===== src/dcc_map.svh =====
/*
 * Offsets, field positions, reset values and timing counts of the disk command
 * control decoder and status builder. Assumes a 25 MHz clock.
 */
`ifndef DCC_MAP_SVH
`define DCC_MAP_SVH

// control byte fields
`define DCC_CTL_RETRY_DIS   7
`define DCC_CTL_ECC_DIS     6
`define DCC_CTL_FMT_BUF     6
`define DCC_CTL_CONV        5
`define DCC_CTL_STEP_HI     2
`define DCC_CTL_STEP_LO     0
// status byte fields
`define DCC_ST_ERR          1
`define DCC_ST_REC_LO       2
`define DCC_ST_LUN          5
`define DCC_ST_RESET        8'h00
// retry plan, conversion head count and format pattern
`define DCC_RETRY_HALF      4
`define DCC_HEADS_CONV      16
`define DCC_FMT_PATTERN     8'h6c
// step times in ns and cycles at 40 ns
`define DCC_CLK_NS          40
`define DCC_STEP_10US_NS    10000
`define DCC_STEP_25US_NS    25000
`define DCC_STEP_50US_NS    50000
`define DCC_STEP_70US_NS    70000
`define DCC_STEP_200US_NS   200000
`define DCC_STEP_3MS_NS     3000000
`define DCC_CYC(ns)         (((ns) + `DCC_CLK_NS - 1) / `DCC_CLK_NS)

`endif


===== src/dcc_pkg.sv =====
/*
 * Types of the disk command control decoder.
 * Assumes dcc_map.svh holds the field positions, reset values and timing counts.
 */
package dcc_pkg;
	// decoded control byte
	typedef struct packed {
		logic       retry_dis;
		logic       opt6;
		logic       conv;
		logic [2:0] step_code;
	} dcc_ctl_t;

	// media result of one block attempt
	typedef struct packed {
		logic ok;
		logic correctable;
		logic uncorrectable;
		logic other_err;
	} dcc_res_t;

	// recovery class reported in status bits 3:2
	typedef enum logic [1:0] {
		DCC_REC_NONE = 2'b00,
		DCC_REC_ONE  = 2'b01,
		DCC_REC_MANY = 2'b10,
		DCC_REC_ECC  = 2'b11
	} dcc_rec_t;
endpackage : dcc_pkg


===== src/dcc_step_timer.sv =====
/*
 * Step pulse rate generator: emits a one-cycle step enable at the period
 * chosen by the step code. Assumes a 25 MHz clock and synchronous reset.
 */
`timescale 1ns/10ps
`include "dcc_map.svh"
module dcc_step_timer
	import dcc_pkg::*;
#(
	parameter int unsigned SLOW_CYC = `DCC_CYC(`DCC_STEP_3MS_NS)
) (
	input  wire logic       clock,
	input  wire logic       rst_n,
	input  wire logic       run,
	input  wire logic [2:0] step_code,
	output logic            step_en,
	output logic            buffered
);
	localparam int unsigned W = 17;
	logic [W-1:0] cnt_r;
	logic [W-1:0] period;

	// period lookup; slow codes take the parameter so simulation can shorten it
	always_comb begin
		buffered = 1'b1;
		case (step_code)
			3'b000:  period = W'(`DCC_CYC(`DCC_STEP_10US_NS));
			3'b011:  period = W'(`DCC_CYC(`DCC_STEP_25US_NS));
			3'b010:  period = W'(`DCC_CYC(`DCC_STEP_50US_NS));
			3'b101:  period = W'(`DCC_CYC(`DCC_STEP_200US_NS));
			3'b100:  period = W'(`DCC_CYC(`DCC_STEP_70US_NS));
			default: begin
				period   = W'(SLOW_CYC);
				buffered = 1'b0;
			end
		endcase
	end

	// free counter restarts whenever stepping is idle
	always_ff @(posedge clock) begin
		if (!rst_n || !run) begin
			cnt_r   <= '0;
			step_en <= 1'b0;
		end else if (cnt_r >= period - W'(1)) begin
			cnt_r   <= '0;
			step_en <= 1'b1;
		end else begin
			cnt_r   <= cnt_r + W'(1);
			step_en <= 1'b0;
		end
	end
endmodule : dcc_step_timer


===== src/dcc_ctl_status.sv =====
/*
 * Control byte decoder, retry sequencer and completion status builder.
 * Assumes the media engine reports one result per attempt and the command
 * block parser strobes the control byte as the last byte of the block.
 */
`timescale 1ns/10ps
`include "dcc_map.svh"
module dcc_ctl_status
	import dcc_pkg::*;
#(
	parameter int unsigned SLOW_CYC = `DCC_CYC(`DCC_STEP_3MS_NS)
) (
	input  wire logic       clock,
	input  wire logic       rst_n,
	input  wire logic       ctl_byte_vld,
	input  wire logic [7:0] ctl_byte,
	input  wire logic       cmd_is_read,
	input  wire logic       cmd_is_format,
	input  wire logic       cmd_has_retry,
	input  wire logic       cmd_lun,
	input  wire logic [5:0] sector_in,
	input  wire logic [4:0] head_in,
	input  wire logic       sectors_per_track_jumper_high,
	input  wire logic       sectors_per_track_jumper_low,
	input  wire logic       res_vld,
	input  wire dcc_res_t   res,
	input  wire logic       last_block,
	input  wire logic       seek_run,
	output logic            retry_req,
	output logic            recal_req,
	output logic            next_block,
	output logic            send_corrected,
	output logic            fmt_from_buf,
	output logic            host_data_en,
	output logic [7:0]      fmt_byte,
	output logic [11:0]     lba_out,
	output logic            step_en,
	output logic            step_buffered,
	output logic            done,
	output logic            status_vld,
	output logic [7:0]      completion_status_byte
);
	typedef enum logic [2:0] {
		DCC_IDLE, DCC_WAIT, DCC_RECAL, DCC_END
	} dcc_state_t;

	dcc_ctl_t   ctl_r;
	dcc_state_t state_r;
	logic [3:0] tries_r;
	logic       err_r;
	dcc_rec_t   rec_r;
	logic       lun_r;
	logic       step_pulse;
	logic       step_buf;

	// worst recovery class, ecc outranks any retry count
	function automatic dcc_rec_t worst(input dcc_rec_t a, input dcc_rec_t b);
		worst = (a > b) ? a : b;
	endfunction

	// sectors per track from the two jumpers
	function automatic logic [5:0] spt(input logic hi, input logic lo);
		case ({hi, lo})
			2'b00:   spt = 6'h11;
			2'b01:   spt = 6'h1a;
			2'b10:   spt = 6'h20;
			default: spt = 6'h22;
		endcase
	endfunction

	//////////////////////////////////////////////////////////////////////////
	// control byte capture; it closes the block so it is taken on its strobe
	always_ff @(posedge clock) begin
		if (!rst_n) begin
			ctl_r <= '0;
			lun_r <= 1'b0;
		end else if (ctl_byte_vld) begin
			ctl_r.retry_dis <= ctl_byte[`DCC_CTL_RETRY_DIS];
			ctl_r.opt6      <= ctl_byte[`DCC_CTL_ECC_DIS];
			ctl_r.conv      <= ctl_byte[`DCC_CTL_CONV];
			ctl_r.step_code <= ctl_byte[`DCC_CTL_STEP_HI:`DCC_CTL_STEP_LO];
			lun_r           <= cmd_lun;
		end
	end

	//////////////////////////////////////////////////////////////////////////
	// format data source: buffer or fixed pattern, host data shut off for buffer format
	always_ff @(posedge clock) begin
		if (!rst_n) begin
			fmt_from_buf <= 1'b0;
			host_data_en <= 1'b1;
			fmt_byte     <= 8'h00;
		end else begin
			fmt_from_buf <= cmd_is_format && ctl_r.opt6;
			host_data_en <= !(cmd_is_format && ctl_r.opt6);
			fmt_byte     <= `DCC_FMT_PATTERN;
		end
	end

	//////////////////////////////////////////////////////////////////////////
	// sector address: head-major conversion at 16 heads, or pass through;
	// limited to 12 bits of linear sector since cylinder is out of scope
	always_ff @(posedge clock) begin
		if (!rst_n) begin
			lba_out <= 12'h000;
		end else if (ctl_r.conv) begin
			lba_out <= 12'(head_in) * 12'(spt(sectors_per_track_jumper_high,
				sectors_per_track_jumper_low)) + 12'(sector_in);
		end else begin
			lba_out <= {6'h00, sector_in};
		end
	end

	//////////////////////////////////////////////////////////////////////////
	// retry sequencer: four retries, recalibrate, four more
	always_ff @(posedge clock) begin
		if (!rst_n) begin
			state_r        <= DCC_IDLE;
			tries_r        <= 4'h0;
			err_r          <= 1'b0;
			rec_r          <= DCC_REC_NONE;
			retry_req      <= 1'b0;
			recal_req      <= 1'b0;
			next_block     <= 1'b0;
			send_corrected <= 1'b0;
			done           <= 1'b0;
		end else begin
			retry_req      <= 1'b0;
			recal_req      <= 1'b0;
			next_block     <= 1'b0;
			send_corrected <= 1'b0;
			done           <= 1'b0;
			case (state_r)
				DCC_IDLE: begin
					if (ctl_byte_vld) begin
						state_r <= DCC_WAIT;
						tries_r <= 4'h0;
						err_r   <= 1'b0;
						rec_r   <= DCC_REC_NONE;
					end
				end
				DCC_WAIT: begin
					if (res_vld) begin
						if (res.ok || (res.correctable && !ctl_r.opt6 && cmd_is_read)) begin
							// success, possibly after correction
							if (res.correctable) begin
								send_corrected <= 1'b1;
								rec_r <= worst(rec_r, DCC_REC_ECC);
							end else if (tries_r == 4'h1) begin
								rec_r <= worst(rec_r, DCC_REC_ONE);
							end else if (tries_r > 4'h1) begin
								rec_r <= worst(rec_r, DCC_REC_MANY);
							end
							tries_r <= 4'h0;
							if (last_block) begin
								state_r <= DCC_END;
							end else begin
								next_block <= 1'b1;
							end
						end else if (ctl_r.retry_dis || !cmd_has_retry) begin
							// a correctable read block still reaches the host
							send_corrected <= res.correctable && cmd_is_read;
							err_r   <= 1'b1;
							state_r <= DCC_END;
						end else if (tries_r == 4'(2 * `DCC_RETRY_HALF)) begin
							// retries exhausted; a correctable block is still sent
							send_corrected <= res.correctable;
							err_r   <= 1'b1;
							state_r <= DCC_END;
						end else if (tries_r == 4'(`DCC_RETRY_HALF)) begin
							recal_req <= 1'b1;
							tries_r   <= tries_r + 4'h1;
							state_r   <= DCC_RECAL;
						end else begin
							retry_req <= 1'b1;
							tries_r   <= tries_r + 4'h1;
						end
					end
				end
				DCC_RECAL: begin
					// recalibration done when its result arrives, then retry
					if (res_vld) begin
						retry_req <= 1'b1;
						state_r   <= DCC_WAIT;
					end
				end
				DCC_END: begin
					done    <= 1'b1;
					state_r <= DCC_IDLE;
				end
				default: state_r <= DCC_IDLE;
			endcase
		end
	end

	//////////////////////////////////////////////////////////////////////////
	// status byte for the status phase; recovery bits only for reads
	always_ff @(posedge clock) begin
		if (!rst_n) begin
			completion_status_byte <= `DCC_ST_RESET;
			status_vld             <= 1'b0;
		end else if (state_r == DCC_END) begin
			completion_status_byte <= 8'h00;
			completion_status_byte[`DCC_ST_ERR] <= err_r;
			completion_status_byte[`DCC_ST_LUN] <= lun_r;
			completion_status_byte[`DCC_ST_REC_LO +: 2] <=
				cmd_is_read ? rec_r : DCC_REC_NONE;
			status_vld <= 1'b1;
		end else if (ctl_byte_vld) begin
			status_vld <= 1'b0;
		end
	end

	//////////////////////////////////////////////////////////////////////////
	// step rate, registered so outputs leave flip-flops
	dcc_step_timer #(
		.SLOW_CYC (SLOW_CYC)
	) u_step (
		.clock     (clock),
		.rst_n     (rst_n),
		.run       (seek_run),
		.step_code (ctl_r.step_code),
		.step_en   (step_pulse),
		.buffered  (step_buf)
	);

	always_ff @(posedge clock) begin
		if (!rst_n) begin
			step_en       <= 1'b0;
			step_buffered <= 1'b1;
		end else begin
			step_en       <= step_pulse;
			step_buffered <= step_buf;
		end
	end

	// retries issued for the current block; the budget restarts per block
	// because a successful retry moves on to the next one
	logic [3:0] chk_retries_r;
	always_ff @(posedge clock) begin
		if (!rst_n || next_block || (ctl_byte_vld && state_r == DCC_IDLE)) begin
			chk_retries_r <= 4'h0;
		end else if (retry_req) begin
			chk_retries_r <= chk_retries_r + 4'h1;
		end
	end
endmodule : dcc_ctl_status


===== config.mk =====
export PLATFORM = sky130hd
export DESIGN_NAME = dcc_ctl_status
export DESIGN_NICKNAME = d
export VERILOG_FILES = /design/src/dcc_pkg.sv /design/src/dcc_step_timer.sv /design/src/dcc_ctl_status.sv
export VERILOG_INCLUDE_DIRS = /design/src /design/src/src
export SDC_FILE = /design/constraint.sdc
export NUM_CORES = 1
export LEC_CHECK = 0
export BUFFER_PORTS_ARGS = -buffer_cell sky130_fd_sc_hd__buf_2
export CAP_MARGIN = 10
export CORE_MARGIN = 8
export CORE_UTILIZATION = 45
export DETAILED_ROUTE_END_ITERATION = 16
export HOLD_SLACK_MARGIN = 0.06
export PLACE_DENSITY = 0.66
export SKIP_CTS_REPAIR_TIMING = 1
export SLEW_MARGIN = 20
export SYNTH_ARGS = -nofsm -noshare
export SYNTH_HDL_FRONTEND = slang
export SYNTH_SLANG_ARGS = --single-unit

===== constraint.sdc =====
create_clock -name clock -period 6.5 [get_ports clock]
set_input_delay 0.975 -clock clock [delete_from_list [all_inputs] [get_ports clock]]
set_output_delay 0.975 -clock clock [all_outputs]
set_load 0.1 [all_outputs]

* Word-level counts from Yosys, hierarchy flattened
Cells that the tools add are included.
** Cells by class
- Add/subtract/negate cells :: 4
- Multiply operators :: 1
- Magnitude comparators :: 5
- Equality and inequality tests :: 26
- Mux-type cells :: 55
- Bitwise gates (word level) :: 3
- Reduce and logical (&&, ||, !) cells :: 27
** Operator list (count)
- one-hot mux 17 bit (5 select lines) :: 1
- two-way mux 3 bit :: 8
- two-way mux 1 bit :: 21
- two-way mux 2 bit :: 10
- two-way mux 4 bit :: 5
- two-way mux 6 bit :: 3
- one-hot mux 6 bit (3 select lines) :: 1
- adder 17 x 1 -> 17 bit, second input constant :: 1
- greater-or-equal comparator 17 bit :: 1
- subtractor 17 x 1 -> 17 bit, second input constant :: 1
- != test 3 bit, second input constant :: 5
- AND reduction 5 bit :: 3
- adder 11 x 6 -> 12 bit :: 1
- == test 3 x 2 -> 1 bit, second input constant :: 4
- != test 4 bit, second input constant :: 3
- multiplier 5 x 6 -> 11 bit :: 1
- != test 2 bit, second input constant :: 5
- one-hot mux 3 bit (3 select lines) :: 1
- one-hot mux 4 bit (2 select lines) :: 1
- AND reduction 8 bit :: 1
- two-way mux 7 bit :: 1
- == test 3 bit, second input constant :: 2
- logical NOT 3 bit :: 2
- OR reduction 6 bit :: 1
- 24 further kinds :: 38
** Word-level totals
- Register bits after elaboration :: 69
- Input port bits :: 35
- Output and inout bits :: 38
- Word-level logic and storage cells :: 146

* Logic depth before layout (Yosys ltp)
- Depth in word-level cells :: 8
- Mapped depth :: 14
- Gate-level depth less buffers :: 13

* By module
From an unflattened synthesis, not the netlist that was laid out.
** Unflattened totals
- Cells, all modules :: 464
- Area total of the unflattened synthesis :: 4221.5 µm²
** Modules (own cells, without submodules)
- dcc_ctl_status :: times used 1, cells an instance 316, area an instance 2941.6 µm², sequential area each 860.8 µm²
- dcc_step_timer :: times used 1, cells an instance 148, area an instance 1280.0 µm², sequential area each 360.3 µm²

* Worst setup path before layout
Ideal clock, no wire load.
- Kind :: input to register
- From :: input sectors_per_track_jumper_high
- To :: register lba_out[10]
- Library setup time :: 122 ps
- Data arrival time :: 3939 ps
- Setup slack :: 2440 ps
- Stages :: 14
- Path through :: clkbuf_1 > nor2_1 > and2_1 > ha_1 > inv_1 > fa_1 > fa_1 > inv_1 > ha_1 > a211oi_1 > o21bai_1 > a31oi_1 > xor2_1 > nor2_1
** Between the ends
- Longest elaborated chain between the ends :: 6
** RTL lines
- start, declared :: line dcc_ctl_status.sv:23 : input wire logic sectors_per_track_jumper_high,
- == test 2 bit, or another cell as far along :: line dcc_ctl_status.sv:63 : case ({hi, lo})
- one-hot mux 6 bit (3 select lines) * :: line dcc_ctl_status.sv:63
- two-way mux 6 bit * :: line dcc_ctl_status.sv:106 : end else if (ctl_r.conv) begin
- two-way mux 6 bit * :: line dcc_ctl_status.sv:104 : if (!rst_n) begin
- multiplier 5 x 6 -> 11 bit * :: line dcc_ctl_status.sv:107 : lba_out <= 12'(head_in) * 12'(spt(sectors_per_track_jumper_high,
- adder 11 x 6 -> 12 bit * :: line dcc_ctl_status.sv:108 : sectors_per_track_jumper_low)) + 12'(sector_in);
- end signal, assigned :: line dcc_ctl_status.sv:107
- end signal, assigned :: line dcc_ctl_status.sv:110 : lba_out <= {6'h00, sector_in};
- end, declared :: line dcc_ctl_status.sv:36 : output logic [11:0] lba_out,
Every way passes the cells marked *; elsewhere a longest branch is shown, timed or not. The select of a mux whose other input is x is not followed.
A chain may end at the register's enable or synchronous reset.

* Worst setup path in the final report
Ends and elaborated chain as after synthesis.

==> key figures <==
Outcome
  – Run status: completed

Pwr
  – Leakage: 2.26 nW
  – Worst VDD drop: 0.000121 V
  – Power density normalized to cell area: roughly 230 mW/mm^2

Worst setup path
  – Worst setup path startpoint: sectors_per_track_jumper_high
  – Longest individual stage delay on the worst path: 540 ps
  – Chain of cells forming the critical path: buf_2 > nor2b_1 > nand2_1 > fa_1 > fa_1 > fa_1 > inv_1 > ha_1 > a211oi_1 > o21bai_1 > a31oi_1 > xor2_1 > nor2_1
  – Reg-to-reg setup timing slack: 3560 ps
  – Reg-to-Reg End: u_step.cnt_r[2]
  – Worst setup path endpoint: lba_out[10]
  – Crit-path most repeated cell: sky130_fd_sc_hd__fa_1
  – Data required time of the worst path: about 6700 ps
  – Crit. path cell count: 13
  – Startpoint kind of the worst setup timing path: primary input
  – Max FO, Critical Path: 12
  – Nature of the critical path endpoint: flop
  – Crit-path leading delay family: adder cells
  – Data arrival time at the worst-slack endpoint: 4350 ps
  – Slowest cell on the critical path: sky130_fd_sc_hd__fa_1
  – Bufs and invs on worst path: 2
  – Reg2Reg Depth: 8
  – Launch point of the worst reg-to-reg path: ctl_r[2]
  – Class of the most critical setup path: in2reg

Synthesis
  – Synthesized area divided by synthesized cell count: 9.12 sq um
  – Number of synthesized flops with an enable pin: 0
  – Count of state elements after synthesis: 61
  – Synthesis Warnings: 0
  – Cell variety after synth: 56
  – Leading register cell type out of synthesis: sky130_fd_sc_hd__dfxtp_1
  – Syn Inst Count: 470
  – Synth async-reset ratio: 0%
  – Cell area after technology mapping: 0.00429 sq mm
  – Sequential cell area fraction in the yosys report: 28.5%

Finish
  – Fin nets: 625
  – Fraction of final layout cells with drive strength greater than 1: around 18%
  – Cell area after layout: around 0.0048 sq mm
  – Area growth from synthesis to layout: 12.3%
  – Diodes inserted: 0
  – Non-filler cells in the finished layout: roughly 660

Timing
  – Final Hold Fails: 0
  – Post-route setup TNS: 0 ps
  – Relative slew slack: 38.6%
  – RSZ-0062 raised after global routing: no
  – Total setup violations reported at the end of the flow: 0
  – F_max: 242 MHz
  – Clock skew: 5.63 ps
  – Tightest hold margin: 432 ps
  – Final worst-path setup slack: 2360 ps
  – Max-slew violation count: 0
  – Pin slew with the least headroom to its limit: 920 ps
  – Final period demand of the worst path: around 4100 ps
  – Post-route fraction of the period consumed by the critical path: between 60 and 70%

Drt
  – 1st-iter DRT viols: about 140
  – Antenna violation net count after detailed routing: 0
  – Routed len/inst: 13.4 um
  – Final wirelength: around 8800 um
  – Number of iterations in the first detailed-routing pass: 4
  – Via total after detailed routing: 3301
  – Ratio of routed vias to standard cells: 5.01
  – DRC violations left: 0

Floorplanning
  – Horiz. Die Dim: 114 um
  – Initial standard-cell utilization of the core: 46.4%
  – Core Region: between 0.009 and 0.01 sq mm
  – Die footprint: between 0.01 and 0.015 sq mm
  – Number of primary I/O pins: 73
  – Die height: 114 um
  – Total number of placement rows: 35

Hold path
  – Startpoint of the worst hold path: u_step.step_en
  – Instance count along the most critical hold path: 1
  – Worst hold path type: reg2reg

Global route
  – Pin count of the biggest net entering global routing: 41
  – Number of antenna violations at the first check in global routing: 0
  – First-pass GRT wire length: 15300 um
  – Vias in the first global route: 3300
  – Overflow after GRT: 0
  – Overall routing resource usage: approximately 14%

Placed design
  – Routability cong.: around 0.8
  – Detailed Place HPWL: roughly 7000 um
  – Count of port buffers added during placement: 60
  – Placed inst area: 0.00462 sq mm
  – Worst slack at placement: 2010 ps
  – Placed insts: between 600 and 700

Clock tree
  – Worst skew pair latency: 330 ps
  – Clock H-tree levels: 3
  – Clock-pin slew on the worst setup and hold paths: 70 ps
  – Clock tree from TritonCTS: built
  – Number of buffers added by the clock tree synthesis step: 9
  – Clock Tree Buf Depth: 2
  – CTS sink count: 61
  – Buffer type at the clock tree root: sky130_fd_sc_hd__clkbuf_8

Run
  – Number of max-cap violations: 0
## worst register-to-register path, delay by kind of cell, from the launching register on
family                   cells  cell delay [ps]
flip-flops                   1              490
AO/OA/AOI/OAI                2             1010
adder cells (fa/ha/maj)      1              330
AND/OR/NAND/NOR              5              960
## power breakdown
group / switching, W / leakage (nW) / total (W) / internal (W)
Sequential: 0.0000164 / 0.496 / 0.000410 / 0.000393
Clock: 0.000144 / 0.103 / 0.000329 / 0.000185
Combinational: 0.000241 / 1.66 / 0.000368 / 0.000127
## state kept, by name, indices dropped and copies added (netlist names), 2 cells and up
name                    cells
u_step.cnt_r               17
completion_status_byte      4
tries_r                     4
rec_r                       2
ctl_r                       6
lba_out                    12
state_r                     2
## cell families (layout without fill, tap and decap cells)
| logic type | after synthesis | in the layout | synth area share (%) |
|---|---|---|---|
| flip-flops | 61 | 61 | 28.5 |
| AO/OA/AOI/OAI | 68 | 68 | 11.0 |
| multiplexers | 17 | 17 | 4.09 |
| AND/OR/NAND/NOR | 179 | 179 | 24.2 |
| adder cells (fa/ha/maj) | 65 | 65 | 21.2 |
| other | 2 | 11 | 0.175 |
| buffers and inverters | 58 | 109 | 6.68 |
| XOR/XNOR | 20 | 20 | 4.09 |
## layer usage
| layer | vias up | routed length, um | global-route usage, % |
|---|---|---|---|
| met4 | 0 | 114 | 5.86 |
| met1 | 1525 | 4170 | 17.5 |
| met2 | 62 | 4130 | 24.1 |
| met3 | 8 | 435 | 2.91 |
| li1 | 1706 | - | - |
| met5 | - | 0 | 0 |
## synth_stat cells (all sizes together) (10+ instances only)
library cell	number	area [sq um]
a21o	10	75.1
a21oi	14	70.1
and2	19	119
buf	17	133
dfxtp	61	1220
fa	13	260
ha	52	651
inv	32	120
mux2i	16	160
nand2	27	101
nand2b	13	81.3
nand3	16	80.1
nor2	21	81.3
nor2b	29	181
nor3	27	180
o21ai	13	65.1
xor2	14	123
## how the worst min path moves through the flow
stage               slack, ps           end
detailed placement        420       step_en
floorplan                 400  host_data_en
CTS                       430       step_en
global route              450       step_en
global placement          420       step_en
finish                    430       step_en
## placed cells by master, fill, tap and decap left out, types with 12 or more instances in the layout
master / synthesis / routed
sky130_fd_sc_hd__ha_1: 52 / 52
sky130_fd_sc_hd__and2_1: 19 / 19
sky130_fd_sc_hd__nor2_1: 20 / 20
sky130_fd_sc_hd__dfxtp_1: 61 / 61
sky130_fd_sc_hd__a21oi_1: 14 / 14
sky130_fd_sc_hd__buf_2: 1 / 60
sky130_fd_sc_hd__nand2b_1: 13 / 13
sky130_fd_sc_hd__mux2i_1: 16 / 16
sky130_fd_sc_hd__nand2_1: 27 / 27
sky130_fd_sc_hd__nor2b_1: 29 / 29
sky130_fd_sc_hd__nand3_1: 16 / 16
sky130_fd_sc_hd__fa_1: 13 / 13
sky130_fd_sc_hd__inv_1: 32 / 32
sky130_fd_sc_hd__xor2_1: 14 / 14
sky130_fd_sc_hd__o21ai_0: 12 / 12
sky130_fd_sc_hd__nor3_1: 18 / 18
## final cells by class
cell class / instances / area, sq um
clock buffers: 11 / 141
clock inverters: 5 / 50.0
fillers: 888 / 4420
inverters: 32 / 120
multi-input cells: 360 / 2810
flip-flops and latches: 61 / 1220
well taps: 129 / 161
repair buffers: 61 / 308
## stage by stage
| step | util [%] | power (W) |
|---|---|---|
| after floorplan | - | 0.000722 |
| after global placement | 50.0 | 0.000780 |
| after detailed placement | 50.0 | 0.000784 |
| after CTS | 52.1 | 0.00112 |
| after global routing | 52.1 | 0.00118 |
| final | 52.1 | 0.00111 |
No activity file was read; power rests on OpenSTA's default activity.
